`src/core/sse_regs.svh`:
```
`ifndef SSE_REGS_SVH
`define SSE_REGS_SVH

// ----------------------------------------
// Register offsets
// ----------------------------------------
`define SSE_OFS_DONE_FLAG   12'h104
`define SSE_OFS_RXFULL_FLAG 12'h110
`define SSE_OFS_TAKEN_FLAG  12'h128
`define SSE_OFS_DONE_PUB    12'h184
`define SSE_OFS_RXFULL_PUB  12'h190
`define SSE_OFS_TAKEN_PUB   12'h1A8
`define SSE_OFS_LINK        12'h200
`define SSE_OFS_IEN_SET     12'h304
`define SSE_OFS_IEN_CLR     12'h308
`define SSE_OFS_IRQ_STAT    12'h30C

// ----------------------------------------
// Field positions and reset values
// ----------------------------------------
`define SSE_PUB_EN_BIT      31
`define SSE_CHAN_MSB        3
`define SSE_LINK_BIT        0
`define SSE_EVT_DONE        0
`define SSE_EVT_RXFULL      1
`define SSE_EVT_TAKEN       2
`define SSE_RST_WORD        32'h00000000
`define SSE_RST_EVT         3'h0
`define SSE_RST_CHAN        4'h0

`endif

```
`src/core/sse_pkg.sv`:
```
package sse_pkg;

    typedef logic [2:0]  sse_evt_t;
    typedef logic [3:0]  sse_chan_t;
    typedef logic [15:0] sse_chmap_t;

    typedef enum logic [1:0] {
        SSE_RESP_OKAY   = 2'h0,
        SSE_RESP_SLVERR = 2'h2
    } sse_resp_e;

endpackage

```
`src/core/sse_axil_slave.sv`:
```
`timescale 1ns/100ps
`default_nettype none

module sse_axil_slave (
    input  wire logic        aclk,
    input  wire logic        aresetn,
    input  wire logic [11:0] s_axi_awaddr,
    input  wire logic        s_axi_awvalid,
    output logic             s_axi_awready,
    input  wire logic [31:0] s_axi_wdata,
    input  wire logic [3:0]  s_axi_wstrb,
    input  wire logic        s_axi_wvalid,
    output logic             s_axi_wready,
    output logic [1:0]       s_axi_bresp,
    output logic             s_axi_bvalid,
    input  wire logic        s_axi_bready,
    input  wire logic [11:0] s_axi_araddr,
    input  wire logic        s_axi_arvalid,
    output logic             s_axi_arready,
    output logic [31:0]      s_axi_rdata,
    output logic [1:0]       s_axi_rresp,
    output logic             s_axi_rvalid,
    input  wire logic        s_axi_rready,
    output logic             wr_en,
    output logic [11:0]      wr_addr,
    output logic [31:0]      wr_data,
    output logic [3:0]       wr_strb,
    input  wire logic        wr_err,
    output logic [11:0]      rd_addr,
    input  wire logic [31:0] rd_data,
    input  wire logic        rd_err
);

    logic aw_have_q;
    logic w_have_q;
    logic bvalid_q;
    logic rvalid_q;
    logic [1:0] bresp_q;
    logic [1:0] rresp_q;
    logic [31:0] rdata_q;

    // ----------------------------------------
    // Write channels
    // ----------------------------------------
    assign s_axi_awready = !aw_have_q;
    assign s_axi_wready  = !w_have_q;
    assign wr_en         = aw_have_q && w_have_q && !bvalid_q;

    always_ff @(posedge aclk) begin
        if (!aresetn) begin
            aw_have_q <= 1'b0;
            wr_addr   <= 12'h000;
        end else if (s_axi_awvalid && !aw_have_q) begin
            aw_have_q <= 1'b1;
            wr_addr   <= s_axi_awaddr;
        end else if (wr_en) begin
            aw_have_q <= 1'b0;
        end
    end

    always_ff @(posedge aclk) begin
        if (!aresetn) begin
            w_have_q <= 1'b0;
            wr_data  <= 32'h00000000;
            wr_strb  <= 4'h0;
        end else if (s_axi_wvalid && !w_have_q) begin
            w_have_q <= 1'b1;
            wr_data  <= s_axi_wdata;
            wr_strb  <= s_axi_wstrb;
        end else if (wr_en) begin
            w_have_q <= 1'b0;
        end
    end

    always_ff @(posedge aclk) begin
        if (!aresetn) begin
            bvalid_q <= 1'b0;
            bresp_q  <= sse_pkg::SSE_RESP_OKAY;
        end else if (wr_en) begin
            bvalid_q <= 1'b1;
            bresp_q  <= wr_err ? sse_pkg::SSE_RESP_SLVERR : sse_pkg::SSE_RESP_OKAY;
        end else if (s_axi_bready) begin
            bvalid_q <= 1'b0;
        end
    end

    assign s_axi_bvalid = bvalid_q;
    assign s_axi_bresp  = bresp_q;

    // ----------------------------------------
    // Read channels
    // ----------------------------------------
    assign s_axi_arready = !rvalid_q;
    assign rd_addr       = s_axi_araddr;

    always_ff @(posedge aclk) begin
        if (!aresetn) begin
            rvalid_q <= 1'b0;
            rdata_q  <= 32'h00000000;
            rresp_q  <= sse_pkg::SSE_RESP_OKAY;
        end else if (s_axi_arvalid && !rvalid_q) begin
            rvalid_q <= 1'b1;
            rdata_q  <= rd_data;
            rresp_q  <= rd_err ? sse_pkg::SSE_RESP_SLVERR : sse_pkg::SSE_RESP_OKAY;
        end else if (s_axi_rready) begin
            rvalid_q <= 1'b0;
        end
    end

    assign s_axi_rvalid = rvalid_q;
    assign s_axi_rdata  = rdata_q;
    assign s_axi_rresp  = rresp_q;

endmodule // sse_axil_slave

`default_nettype wire

```
`src/core/sse_event_regs.sv`:
```
// The AXI4-Lite slave port is this design's own decision.
`timescale 1ns/100ps
`default_nettype none

`include "sse_regs.svh"

// Summary of operation
// - Semaphore-taken flag resets to zero, reads one once the semaphore is granted.
// - Done-event publish config holds channel index and enable, both reset zero.
// - Enabled done event is signalled on its stored channel.
// - Receive-buffer-full event has its own channel and enable for publishing.
// - Semaphore-taken event has its own publish config, routed like the others.
// - Shortcut bit set: done event triggers the semaphore request task.
// - Writing one to enable-set enables that event's interrupt; zero ignored.
// - Writing one to enable-clear disables that event's interrupt; zero ignored.
// - Both enable registers read back the same shared enable state.
// - Transaction-done event raised when the granted transaction completes.
// - Request task asks for the semaphore; taken event follows the grant.
module sse_event_regs (
    input  wire logic        aclk,
    input  wire logic        aresetn,
    input  wire logic [11:0] s_axi_awaddr,
    input  wire logic [2:0]  s_axi_awprot,
    input  wire logic        s_axi_awvalid,
    output logic             s_axi_awready,
    input  wire logic [31:0] s_axi_wdata,
    input  wire logic [3:0]  s_axi_wstrb,
    input  wire logic        s_axi_wvalid,
    output logic             s_axi_wready,
    output logic [1:0]       s_axi_bresp,
    output logic             s_axi_bvalid,
    input  wire logic        s_axi_bready,
    input  wire logic [11:0] s_axi_araddr,
    input  wire logic [2:0]  s_axi_arprot,
    input  wire logic        s_axi_arvalid,
    output logic             s_axi_arready,
    output logic [31:0]      s_axi_rdata,
    output logic [1:0]       s_axi_rresp,
    output logic             s_axi_rvalid,
    input  wire logic        s_axi_rready,
    input  wire logic        txn_done_evt,
    input  wire logic        rx_buffer_full_event,
    input  wire logic        sem_granted_evt,
    output logic             sem_request_task,
    output logic [15:0]      publish_channels,
    output logic             irq
);

    // ----------------------------------------
    // Functions
    // ----------------------------------------
    function automatic logic hit(
        input logic [11:0] a,
        input logic [11:0] ofs
    );
        return a[11:2] == ofs[11:2];
    endfunction

    function automatic logic [31:0] merge(
        input logic [31:0] old,
        input logic [31:0] nw,
        input logic [3:0]  strb
    );
        logic [31:0] r;
        r = old;
        for (int b = 0; b < 4; b++) begin
            if (strb[b]) begin
                r[b*8 +: 8] = nw[b*8 +: 8];
            end
        end
        return r;
    endfunction

    function automatic logic [31:0] pub_word(
        input logic            en,
        input sse_pkg::sse_chan_t ch
    );
        logic [31:0] r;
        r = `SSE_RST_WORD;
        r[`SSE_PUB_EN_BIT] = en;
        r[`SSE_CHAN_MSB:0] = ch;
        return r;
    endfunction

    function automatic sse_pkg::sse_chmap_t onehot(
        input sse_pkg::sse_chan_t ch
    );
        sse_pkg::sse_chmap_t r;
        r = 16'h0000;
        r[ch] = 1'b1;
        return r;
    endfunction

    // ----------------------------------------
    // Declarations
    // ----------------------------------------
    logic               wr_en;
    logic [11:0]        wr_addr;
    logic [31:0]        wr_data;
    logic [3:0]         wr_strb;
    logic               wr_err;
    logic [11:0]        rd_addr;
    logic [31:0]        rd_data;
    logic               rd_err;
    sse_pkg::sse_evt_t  evt;
    sse_pkg::sse_evt_t  wr_flag;
    sse_pkg::sse_evt_t  wr_pub;
    logic               wr_link;
    logic               wr_set;
    logic               wr_clr;
    logic               wr_stat;
    sse_pkg::sse_evt_t  flags_q;
    sse_pkg::sse_evt_t  pub_en_q;
    sse_pkg::sse_chan_t pub_chan_q [0:2];
    logic               link_q;
    sse_pkg::sse_evt_t  ien_q;
    logic               irq_q;
    logic               req_q;
    sse_pkg::sse_chmap_t pub_d;
    sse_pkg::sse_chmap_t pub_q;
    logic [31:0]        merged [0:2];

    // ----------------------------------------
    // Bus slave
    // ----------------------------------------
    sse_axil_slave u_slave (
        .aclk          (aclk),
        .aresetn       (aresetn),
        .s_axi_awaddr  (s_axi_awaddr),
        .s_axi_awvalid (s_axi_awvalid),
        .s_axi_awready (s_axi_awready),
        .s_axi_wdata   (s_axi_wdata),
        .s_axi_wstrb   (s_axi_wstrb),
        .s_axi_wvalid  (s_axi_wvalid),
        .s_axi_wready  (s_axi_wready),
        .s_axi_bresp   (s_axi_bresp),
        .s_axi_bvalid  (s_axi_bvalid),
        .s_axi_bready  (s_axi_bready),
        .s_axi_araddr  (s_axi_araddr),
        .s_axi_arvalid (s_axi_arvalid),
        .s_axi_arready (s_axi_arready),
        .s_axi_rdata   (s_axi_rdata),
        .s_axi_rresp   (s_axi_rresp),
        .s_axi_rvalid  (s_axi_rvalid),
        .s_axi_rready  (s_axi_rready),
        .wr_en         (wr_en),
        .wr_addr       (wr_addr),
        .wr_data       (wr_data),
        .wr_strb       (wr_strb),
        .wr_err        (wr_err),
        .rd_addr       (rd_addr),
        .rd_data       (rd_data),
        .rd_err        (rd_err)
    );

    assign evt[`SSE_EVT_DONE]   = txn_done_evt;
    assign evt[`SSE_EVT_RXFULL] = rx_buffer_full_event;
    assign evt[`SSE_EVT_TAKEN]  = sem_granted_evt;

    // ----------------------------------------
    // Write decode
    // ----------------------------------------
    always_comb begin
        wr_flag = 3'h0;
        wr_pub  = 3'h0;
        wr_link = 1'b0;
        wr_set  = 1'b0;
        wr_clr  = 1'b0;
        wr_stat = 1'b0;
        wr_err  = 1'b0;
        if (hit(wr_addr, `SSE_OFS_DONE_FLAG)) begin
            wr_flag[`SSE_EVT_DONE] = wr_en;
        end else if (hit(wr_addr, `SSE_OFS_RXFULL_FLAG)) begin
            wr_flag[`SSE_EVT_RXFULL] = wr_en;
        end else if (hit(wr_addr, `SSE_OFS_TAKEN_FLAG)) begin
            wr_flag[`SSE_EVT_TAKEN] = wr_en;
        end else if (hit(wr_addr, `SSE_OFS_DONE_PUB)) begin
            wr_pub[`SSE_EVT_DONE] = wr_en;
        end else if (hit(wr_addr, `SSE_OFS_RXFULL_PUB)) begin
            wr_pub[`SSE_EVT_RXFULL] = wr_en;
        end else if (hit(wr_addr, `SSE_OFS_TAKEN_PUB)) begin
            wr_pub[`SSE_EVT_TAKEN] = wr_en;
        end else if (hit(wr_addr, `SSE_OFS_LINK)) begin
            wr_link = wr_en;
        end else if (hit(wr_addr, `SSE_OFS_IEN_SET)) begin
            wr_set = wr_en;
        end else if (hit(wr_addr, `SSE_OFS_IEN_CLR)) begin
            wr_clr = wr_en;
        end else if (hit(wr_addr, `SSE_OFS_IRQ_STAT)) begin
            wr_stat = wr_en;
        end else begin
            wr_err = 1'b1;
        end
    end

    // ----------------------------------------
    // Event flags
    // ----------------------------------------
    always_ff @(posedge aclk) begin
        if (!aresetn) begin
            flags_q <= `SSE_RST_EVT;
        end else begin
            for (int i = 0; i < 3; i++) begin
                if (evt[i]) begin
                    flags_q[i] <= 1'b1;
                end else if (wr_flag[i] && wr_strb[0]) begin
                    flags_q[i] <= wr_data[0];
                end else if (wr_stat && wr_strb[0] && wr_data[i]) begin
                    flags_q[i] <= 1'b0;
                end
            end
        end
    end

    // ----------------------------------------
    // Publish configuration
    // ----------------------------------------
    always_comb begin
        for (int i = 0; i < 3; i++) begin
            merged[i] = merge(pub_word(pub_en_q[i], pub_chan_q[i]), wr_data, wr_strb);
        end
    end

    always_ff @(posedge aclk) begin
        if (!aresetn) begin
            pub_en_q <= `SSE_RST_EVT;
            for (int i = 0; i < 3; i++) begin
                pub_chan_q[i] <= `SSE_RST_CHAN;
            end
        end else begin
            for (int i = 0; i < 3; i++) begin
                if (wr_pub[i]) begin
                    pub_en_q[i]   <= merged[i][`SSE_PUB_EN_BIT];
                    pub_chan_q[i] <= merged[i][`SSE_CHAN_MSB:0];
                end
            end
        end
    end

    always_comb begin
        pub_d = 16'h0000;
        for (int i = 0; i < 3; i++) begin
            if (evt[i] && pub_en_q[i]) begin
                pub_d = pub_d | onehot(pub_chan_q[i]);
            end
        end
    end

    always_ff @(posedge aclk) begin
        if (!aresetn) begin
            pub_q <= 16'h0000;
        end else begin
            pub_q <= pub_d;
        end
    end

    assign publish_channels = pub_q;

    // ----------------------------------------
    // Shortcut
    // ----------------------------------------
    always_ff @(posedge aclk) begin
        if (!aresetn) begin
            link_q <= 1'b0;
        end else if (wr_link && wr_strb[0]) begin
            link_q <= wr_data[`SSE_LINK_BIT];
        end
    end

    always_ff @(posedge aclk) begin
        if (!aresetn) begin
            req_q <= 1'b0;
        end else begin
            req_q <= evt[`SSE_EVT_DONE] && link_q;
        end
    end

    assign sem_request_task = req_q;

    // ----------------------------------------
    // Interrupt enables
    // ----------------------------------------
    always_ff @(posedge aclk) begin
        if (!aresetn) begin
            ien_q <= `SSE_RST_EVT;
        end else if (wr_set && wr_strb[0]) begin
            ien_q <= ien_q | wr_data[2:0];
        end else if (wr_clr && wr_strb[0]) begin
            ien_q <= ien_q & ~wr_data[2:0];
        end
    end

    always_ff @(posedge aclk) begin
        if (!aresetn) begin
            irq_q <= 1'b0;
        end else begin
            irq_q <= |(flags_q & ien_q);
        end
    end

    assign irq = irq_q;

    // ----------------------------------------
    // Read decode
    // ----------------------------------------
    always_comb begin
        rd_data = `SSE_RST_WORD;
        rd_err  = 1'b0;
        if (hit(rd_addr, `SSE_OFS_DONE_FLAG)) begin
            rd_data[0] = flags_q[`SSE_EVT_DONE];
        end else if (hit(rd_addr, `SSE_OFS_RXFULL_FLAG)) begin
            rd_data[0] = flags_q[`SSE_EVT_RXFULL];
        end else if (hit(rd_addr, `SSE_OFS_TAKEN_FLAG)) begin
            rd_data[0] = flags_q[`SSE_EVT_TAKEN];
        end else if (hit(rd_addr, `SSE_OFS_DONE_PUB)) begin
            rd_data = pub_word(pub_en_q[0], pub_chan_q[0]);
        end else if (hit(rd_addr, `SSE_OFS_RXFULL_PUB)) begin
            rd_data = pub_word(pub_en_q[1], pub_chan_q[1]);
        end else if (hit(rd_addr, `SSE_OFS_TAKEN_PUB)) begin
            rd_data = pub_word(pub_en_q[2], pub_chan_q[2]);
        end else if (hit(rd_addr, `SSE_OFS_LINK)) begin
            rd_data[`SSE_LINK_BIT] = link_q;
        end else if (hit(rd_addr, `SSE_OFS_IEN_SET)) begin
            rd_data[2:0] = ien_q;
        end else if (hit(rd_addr, `SSE_OFS_IEN_CLR)) begin
            rd_data[2:0] = ien_q;
        end else if (hit(rd_addr, `SSE_OFS_IRQ_STAT)) begin
            rd_data[2:0] = flags_q;
        end else begin
            rd_err = 1'b1;
        end
    end

endmodule // sse_event_regs

`default_nettype wire

```
`config.mk`:
```
export PLATFORM = sky130hd
export DESIGN_NAME = sse_event_regs
export DESIGN_NICKNAME = d
export VERILOG_FILES = /design/src/core/sse_pkg.sv /design/src/core/sse_axil_slave.sv /design/src/core/sse_event_regs.sv
export VERILOG_INCLUDE_DIRS = /design/src /design/src/core
export SDC_FILE = /design/constraint.sdc
export NUM_CORES = 1
export LEC_CHECK = 0
export ABC_AREA = 1
export BUFFER_PORTS_ARGS = -buffer_cell sky130_fd_sc_hd__buf_2
export CAP_MARGIN = 10
export CORE_ASPECT_RATIO = 1.75
export CORE_MARGIN = 5
export CORE_UTILIZATION = 50
export CTS_CLUSTER_DIAMETER = 50
export DETAILED_ROUTE_END_ITERATION = 8
export GPL_ROUTABILITY_DRIVEN = 0
export PLACE_DENSITY = 0.86
export SYNTH_ARGS = -nofsm -noshare
export SYNTH_HDL_FRONTEND = slang
export SYNTH_SLANG_ARGS = --single-unit
```
`constraint.sdc`:
```
create_clock -name aclk -period 2.38 [get_ports aclk]
set_input_delay 0.595 -clock aclk [delete_from_list [all_inputs] [get_ports aclk]]
set_output_delay 0.595 -clock aclk [all_outputs]
set_load 0.01 [all_outputs]
```
==> results.cfg, run 1 <==
[timing]
finalSetupViolCount = 0
skew_ns = 0.006617
min_period_over_period_pct = 82.29
min_period_ns = 1.959
fmax_mhz = 510.6
hold_violations = 0
rsz0062_at_grt = no
maxSlewViolCount = 0
max_slew_margin_pct = 58.83
setup-tns-final_ns = 0
worstMarginPinSlew_ns = 0.6129

[clock_network]
cts_root_buf = clkbuf_16
cts_tree = built
htree_levels = 3
post_cts_buffers = 0
cts_resized = 0
clock_path_buffers = 2
cts_inserted_buffers = 9
cts.sinks = 68
holdBufCountCts = 0
insertion_delay_ns = 0.33
cts.clk_slew.worst_paths_ns = 0.05

[detailed_routing]
drtPass1Iterations = 8
drt_iter0_drc = 378
drc_errors = 0
avgViaCountPerCell = 5.426
finalWirelength_um = 9094
wire_per_inst_um = 13.39
vias = 3684
postRouteAntennaNets = 0

[worst_setup_path]
cp_num_buf_inv = 0
crit_fanout = 5
worstPathCellList = nor2_1 > nand3_1 > a31oi_1 > nor2_1 > nand2_1 > o21ai_0
critPathMaxStageDelay_ns = 0.48
required_ns = 2.34
cp-start-kind = register
critPathTopFamily = compound AO/OA/AOI/OAI gates
path_common_cell = nor2_1
reg2reg_from = u_slave.wr_addr[2]$_SDFFE_PN0P_
slowest_stage = o21ai_0
cp.arrival_ns = 1.92
end_kind = register
crit_start = u_slave.wr_addr[2]$_SDFFE_PN0P_
criticalPathCategory = register to register

[synth]
synth-seq-area-share_pct = 40.00
synth_edf_count = 12
syn-cell-area_mm2 = 0.003704
syn_inst = 517
synth_ff_type = dfxtp_1
synth_seq_cells = 68
netlist_top_cells_count = 78 x nand2_1, 73 x inv_1, 56 x dfxtp_1, 56 x nor2_1, 43 x o21ai_0
async_reset_ff_share_pct = 0
yosysMostFrequentCell = nand2_1
avgSynthCellArea_um2 = 7.164
yosys.area.top_type_share_pct = 30.27
synth_top_area_cell = dfxtp_1
netlist_top_cells_area = dfxtp_1 30%, edfxtp_1 9.7%, nand2_1 7.9%
yosysWarnings = 0
synth.distinct_cells = 36

[floorplan]
start_util_pct = 51.20
coreArea_mm2 = 0.007233
ios = 135
die_y_um = 123.9
num_rows = 41
die_x_um = 75.06
dieArea_mm2 = 0.009296

[cells_and_area]
fin_util_pct = 59.54
fin_cells = 679
postLayoutCellArea_mm2 = 0.004307
syn2layout_area_growth_pct = 16.28
antenna_cells = 0
layout.nets = 664
drive_gt1_share_pct = 19.22

[hold_path]
worstHoldStart = u_slave.wr_data[3]$_SDFFE_PN0P_
min_path_type = register to register

[power]
p_total_mw = 2.802
pwr-share-seq_pct = 44.9
netSwitchingPower_mw = 0.7019
powerDensity_mw_per_mm2 = 650.7
combPwrFrac_pct = 9.7
cellLeakagePower_nw = 2.030
p_clk_share_pct = 45.4
internal-power_mw = 2.100
peakVddDrop_uv = 632.9
swShare_pct = 25.05

[grt]
grt_pass1_wl_um = 14970
antenna_found_initial = 0
grt-ovfl-total = 0
grt_max_degree = 20
grt_pass1_vias = 3606
grt_usage_pct = 20.86

[placement]
port_buffers = 66
dp_hpwl_um = 7007
place_area_mm2 = 0.004021
numPlacedInstances = 663

[job]
maxCapViolCount = 0

[status]
outcome = completed
[power by group through the flow]
| stage | registers, mW | clock network [mW] | logic (mW) |
|---|---|---|---|
| 2_1_floorplan | 1.27 | 0 | 0.213 |
| 6_report | 1.26 | 1.27 | 0.272 |
| 4_1_cts | 1.26 | 1.30 | 0.268 |
| 3_5_place_dp | 1.28 | 0 | 0.265 |
| 3_3_place_gp | 1.28 | 0 | 0.257 |
| 5_1_grt | 1.26 | 1.36 | 0.306 |
[area by class of cell]
cell class                 instances  area (um^2)
fill                             625         2927
multi-input combinational        358         1768
sequential                        68         1481
timing repair buffer              70        360.3
inverter                          81        304.0
clock buffer                      11        232.7
tap                               86        107.6
clock inverter                     5        52.55
[stage by stage]
stage	hold slack, ns	setup slack, ns
2_1_floorplan	0.4300	0.6850
3_3_place_gp	0.4392	0.4950
3_5_place_dp	0.4467	0.4453
4_1_cts	0.4555	0.4162
5_1_grt	0.4760	0.1951
6_report	0.4534	0.4215
[flip-flops by register name, indices dropped and copies added (netlist names), 2 cells and up, named ones only]
| register | flops |
|---|---|
| pub_chan_q | 12 |
| u_slave.wr_addr | 10 |
| flags_q | 3 |
| pub_en_q | 3 |
| publish_channels | 16 |
| u_slave.wr_data | 5 |
| u_slave.s_axi_rdata | 5 |
| u_slave.wr_strb | 2 |
[worst reg2reg max path: stages (launching register included)]
cell	delay [ns]
dfxtp_1	0.41
nor2_1	0.09
nand3_1	0.15
a31oi_1	0.13
nor2_1	0.23
nand2_1	0.10
o21ai_0	0.48
[path summary, 6_finish.rpt]
path	to	slack (ns)	cells past startpoint
worst max-delay path	pub_chan_q[0][4]$_SDFFCE_PP0P_	0.42	6
worst min register to register	u_slave.wr_data[3]$_SDFFE_PN0P_	0.45	2
worst min-delay path	u_slave.wr_data[3]$_SDFFE_PN0P_	0.45	2
worst max register to register	pub_chan_q[0][4]$_SDFFCE_PP0P_	0.42	6
[cell families after synthesis]
logic type / count (synthesis) / share of synthesized area (%)
flops: 68 / 40.00
simple gates: 229 / 29.73
buf+inv: 119 / 15.10
other cells: 1 / 0.1013
compound gates: 100 / 15.07
[cell usage in the layout (no fill, tap or decap), types with 3 or more instances in the layout]
cell type | synthesis | routed
nand2_1 | 78 | 78
inv_1 | 73 | 73
buf_2 | 0 | 66
nor2_1 | 56 | 56
dfxtp_1 | 56 | 56
o21ai_0 | 43 | 43
nand3_1 | 35 | 35
a21oi_1 | 30 | 30
conb_1 | 1 | 29
nor3_1 | 20 | 20
edfxtp_1 | 12 | 12
nand4_1 | 9 | 9
clkbuf_16 | 0 | 9
nor2_2 | 8 | 8
inv_2 | 7 | 7
o21ai_1 | 6 | 6
a31oi_1 | 5 | 5
nor2_4 | 4 | 4
nand2_2 | 4 | 4
o221ai_1 | 4 | 4
nor4_1 | 4 | 4
buf_4 | 30 | 4
nand3b_1 | 3 | 3
o211ai_1 | 3 | 3
a22o_1 | 3 | 3
clkinv_2 | 0 | 3
[layer usage]
metal	vias up	share of wire (%)	wire length [um]	GRT usage, %
met3	59	7.6	689	5.331
met2	211	50	4558	35.92
met1	1623	36	3232	20.63
li1	1791	-	-	-
met4	0	6.8	614	15.81
met5	-	0	0	0
Note: power is estimated with default switching activity, not from simulation.
==> run 2, diff against run 1 <==
==> constraint.sdc (replaced) <==
create_clock -name aclk -period 2 [get_ports aclk]
set_input_delay 0.5 -clock aclk [delete_from_list [all_inputs] [get_ports aclk]]
set_output_delay 0.5 -clock aclk [all_outputs]
set_load 0.01 [all_outputs]
==> run 2 against run 1 <==
Clock skew about the same; worst hold slack got worse by 0.066 ns; fmax grew 12%; highest routed layer unchanged.
==> results.cfg, run 2 (synthesized netlist as in run 1, its figures left out) <==
[clock_network]
htree_levels = 3
cts.clk_slew.worst_paths_ns = 0.06
clock_path_buffers = 2
holdBufCountCts = 0
cts_resized = 0
cts_root_buf = clkbuf_16
cts_inserted_buffers = 9
post_cts_buffers = 0
cts.sinks = 68
cts_tree = built
insertion_delay_ns = 0.33

[floorplan]
die_x_um = 75.06
start_util_pct = 51.20
die_y_um = 123.9
dieArea_mm2 = 0.009296
ios = 135
coreArea_mm2 = 0.007233
num_rows = 41

[grt]
grt_pass1_wl_um = 15350
antenna_found_initial = 0
grt_max_degree = 18
grt_usage_pct = 21.33
grt_pass1_vias = 3601
grt-ovfl-total = 0

[hold_path]
worstHoldStart = s_axi_awaddr[7]
min_path_type = primary input to register

[power]
p_total_mw = 3.350
peakVddDrop_uv = 611.6
cellLeakagePower_nw = 2.050
powerDensity_mw_per_mm2 = 770.4

[timing]
fmax_mhz = 572.3
worstMarginPinSlew_ns = 0.5603
finalSetupViolCount = 0
skew_ns = 0.006951
min_period_over_period_pct = 87.36
min_period_ns = 1.747
rsz0062_at_grt = no
setup-tns-final_ns = 0
max_slew_margin_pct = 62.36
setup_slack_ns = 0.2527
maxSlewViolCount = 0
hold_violations = 0

[placement]
port_buffers = 66
pre_cts_slack_ns = 0.2099
numPlacedInstances = 667
dp_hpwl_um = 7129

[worst_setup_path]
slowest_stage = dfxtp_1
cp-start-kind = register
critPathMaxStageDelay_ns = 0.31
reg2reg_from = u_slave.wr_addr[3]$_SDFFE_PN0P_
path_common_cell = nor2_1
crit_fanout = 5
crit_start = u_slave.wr_addr[3]$_SDFFE_PN0P_
cp.arrival_ns = 1.79
worstPathCellList = inv_1 > nor2_1 > nand3_1 > a31oi_1 > nor2_1 > nand2_1 > o21ai_0 > buf_4
required_ns = 2.05
end_kind = register
criticalPathCategory = register to register

[detailed_routing]
finalWirelength_um = 9163
postRouteAntennaNets = 0
drt_iter0_drc = 378
vias = 3663
drc_errors = 0
wire_per_inst_um = 13.42
drtPass1Iterations = 5
avgViaCountPerCell = 5.363

[job]
maxCapViolCount = 0

[cells_and_area]
fin_util_pct = 60.11
final_cell_mix = 78 x nand2_1, 73 x inv_1, 66 x buf_2, 56 x nor2_1, 56 x dfxtp_1
fin_cells = 683
layout.nets = 668
largest_reg_flops = 16
drive_gt1_share_pct = 20.10
final_common_cell = nand2_1
syn2layout_area_growth_pct = 17.40
antenna_cells = 0

[status]
outcome = completed
## run 2: cell type report
| class | instances | area, um^2 |
|---|---|---|
| timing repair buffer | 74 | 390.4 |
| sequential | 68 | 1481 |
| inverter | 81 | 304.0 |
| clock buffer | 10 | 250.2 |
| tap | 86 | 107.6 |
| multi-input combinational | 358 | 1768 |
| clock inverter | 6 | 46.29 |
| fill | 625 | 2885 |
## run 2: metrics by stage
step | hold WS (ns) | area [um^2]
finish | 0.3878 | 4348
global route | 0.4336 | 4348
CTS | 0.3852 | 4348
detailed placement | 0.4544 | 4051
global placement | 0.4411 | 4051
floorplan | 0.4300 | 3809
## run 2: metal layers
metal / vias to the layer above / GRT usage [%] / wire length (um)
met5: - / 0 / 0
met2: 176 / 37.17 / 4741
met4: 0 / 14.25 / 511
li1: 1807 / - / -
met1: 1626 / 21.89 / 3235
met3: 54 / 4.927 / 674
## run 2: report_power, final
| part | total (mW) | internal, mW | switching (mW) |
|---|---|---|---|
| clock | 1.53 | 0.919 | 0.606 |
| combinational | 0.328 | 0.103 | 0.226 |
| sequential | 1.50 | 1.44 | 0.0520 |
## run 2: path summary, 6_finish.rpt
path                                      to  slack (ns)  cells after the start
max           pub_chan_q[0][5]$_SDFFCE_PP0P_        0.25                      8
min          u_slave.wr_addr[7]$_SDFFE_PN0P_        0.39                      3
max reg2reg   pub_chan_q[0][5]$_SDFFCE_PP0P_        0.25                      8
min reg2reg  u_slave.wr_data[3]$_SDFFE_PN0P_        0.46                      2
## run 2: critical path, delay by kind of cell (launching register included)
kind | cells | cell delay, ns
buffers and inverters | 2 | 0.32
and+or+nand+nor | 4 | 0.55
DFF | 1 | 0.31
AOI/OAI and AO/OA | 2 | 0.29
==> run 3, diff against run 2 <==
==> constraint.sdc (replaced) <==
create_clock -name aclk -period 2 [get_ports aclk]
set_input_delay 0 -clock aclk [delete_from_list [all_inputs] [get_ports aclk]]
set_output_delay 0 -clock aclk [all_outputs]
set_load 0.01 [all_outputs]
==> run 3 against run 2 <==
Die area is the same; design area grew 5.4%; routed wire length grew 3.2%.
==> results.cfg, run 3 (synthesized netlist as in run 1, its figures left out) <==
[worst_setup_path]
criticalPathCategory = register to register
path_common_cell = nor2_1
crit_fanout = 5
crit_start = u_slave.wr_addr[2]$_SDFFE_PN0P_
reg2reg_from = u_slave.wr_addr[2]$_SDFFE_PN0P_
slowest_stage = dfxtp_1
critPathMaxStageDelay_ns = 0.42
required_ns = 2.05
worstPathCellList = nor2_1 > nand3_1 > a31oi_1 > nor2_1 > nand2_1 > o21ai_0 > buf_4
cp-start-kind = register
end_kind = register
cp.arrival_ns = 1.75

[detailed_routing]
vias = 3762
drtPass1Iterations = 6
postRouteAntennaNets = 0
avgViaCountPerCell = 5.344
drc_errors = 0
drt_iter0_drc = 334
finalWirelength_um = 9457
wire_per_inst_um = 13.43

[clock_network]
clock_path_buffers = 2
cts.sinks = 68
insertion_delay_ns = 0.33
holdBufCountCts = 23
cts_inserted_buffers = 9
cts.clk_slew.worst_paths_ns = 0.05
post_cts_buffers = 0
htree_levels = 3
cts_tree = built
cts_root_buf = clkbuf_16
cts_resized = 0

[floorplan]
dieArea_mm2 = 0.009296
die_y_um = 123.9
ios = 135
coreArea_mm2 = 0.007233
start_util_pct = 51.20
num_rows = 41
die_x_um = 75.06

[timing]
hold_violations = 0
rsz0062_at_grt = no
setup_slack_ns = 0.2947
maxSlewViolCount = 0
setup-tns-final_ns = 0
fmax_mhz = 586.4
min_period_ns = 1.705
worstMarginPinSlew_ns = 0.6230
finalSetupViolCount = 0
min_period_over_period_pct = 85.27
skew_ns = 0.004068
max_slew_margin_pct = 58.15

[cells_and_area]
syn2layout_area_growth_pct = 23.75
largest_reg_flops = 16
layout.nets = 689
antenna_cells = 0
final_common_cell = nand2_1
final_cell_mix = 78 x nand2_1, 73 x inv_1, 66 x buf_2, 56 x nor2_1, 56 x dfxtp_1
drive_gt1_share_pct = 18.93

[job]
maxCapViolCount = 0

[placement]
dp_hpwl_um = 7078
pre_cts_slack_ns = 0.3224
port_buffers = 66

[grt]
grt_pass1_wl_um = 15130
grt_max_degree = 28
grt_usage_pct = 21.42
grt_pass1_vias = 3605
antenna_found_initial = 0
grt-ovfl-total = 0

[hold_path]
worstHoldStart = txn_done_evt
min_path_type = primary input to register

[power]
peakVddDrop_uv = 672.2
powerDensity_mw_per_mm2 = 765.2
cellLeakagePower_nw = 2.142

[status]
outcome = completed
run 3: cell types whose count changed in the layout (fill, tap and decap cells not counted), sizes merged:
cell,change
inv,-1
clkinv,-1
bufinv,+2
dlygate4sd3,+23
clkinvlp,+1
clkbuf,-1
buf,-2
run 3: final timing paths:
kind / end / slack, ns / cells after the start
setup / recovery: pub_chan_q[0][4]$_SDFFCE_PP0P_ / 0.29 / 7
hold / removal: sem_request_task$_SDFF_PN0_ / 0.01 / 3
setup reg to reg: pub_chan_q[0][4]$_SDFFCE_PP0P_ / 0.29 / 7
hold reg to reg: u_slave.wr_data[3]$_SDFFE_PN0P_ / 0.45 / 2
run 3: worst max-delay path: cells and delay by family (launching register included):
family / cells / cell delay, ns
compound gates: 2 / 0.29
buf+inv: 1 / 0.16
flops: 1 / 0.42
simple gates: 4 / 0.56
run 3: final cells by class:
type | instances | area [um^2]
fillers | 603 | 2650
multi-input cells | 358 | 1768
flip-flops and latches | 68 | 1481
repair buffers | 95 | 605.6
inverters | 81 | 304.0
clock buffers | 9 | 225.2
well taps | 86 | 107.6
clock inverters | 7 | 91.34
run 3: report_power, final:
part | switching, mW | leakage (nW) | total [mW] | internal, mW
registers | 0.0517 | 0.581 | 1.50 | 1.44
logic | 0.235 | 1.42 | 0.364 | 0.129
clock network | 0.564 | 0.145 | 1.65 | 1.08
run 3: routing by layer:
| metal | up-vias | part of all wire, % | GRT usage, % |
|---|---|---|---|
| met5 | - | 0 | 0 |
| met4 | 0 | 6.4 | 16.93 |
| met3 | 58 | 7.4 | 5.250 |
| met2 | 201 | 53 | 38.10 |
| met1 | 1656 | 34 | 19.87 |
| li1 | 1847 | - | - |
run 3: stage by stage:
stage,std cells,total power [mW],instance area [um^2],util [%],hold slack [ns]
5_1_grt,704,3.651,4583,63.36,0.03724
6_report,704,3.507,4583,63.36,0.01437
2_1_floorplan,545,1.764,3809,-,0.1349
3_5_place_dp,665,1.841,4036,55.80,0.2284
3_3_place_gp,665,1.827,4036,55.80,0.2221
4_1_cts,704,3.521,4583,63.36,0.0005668
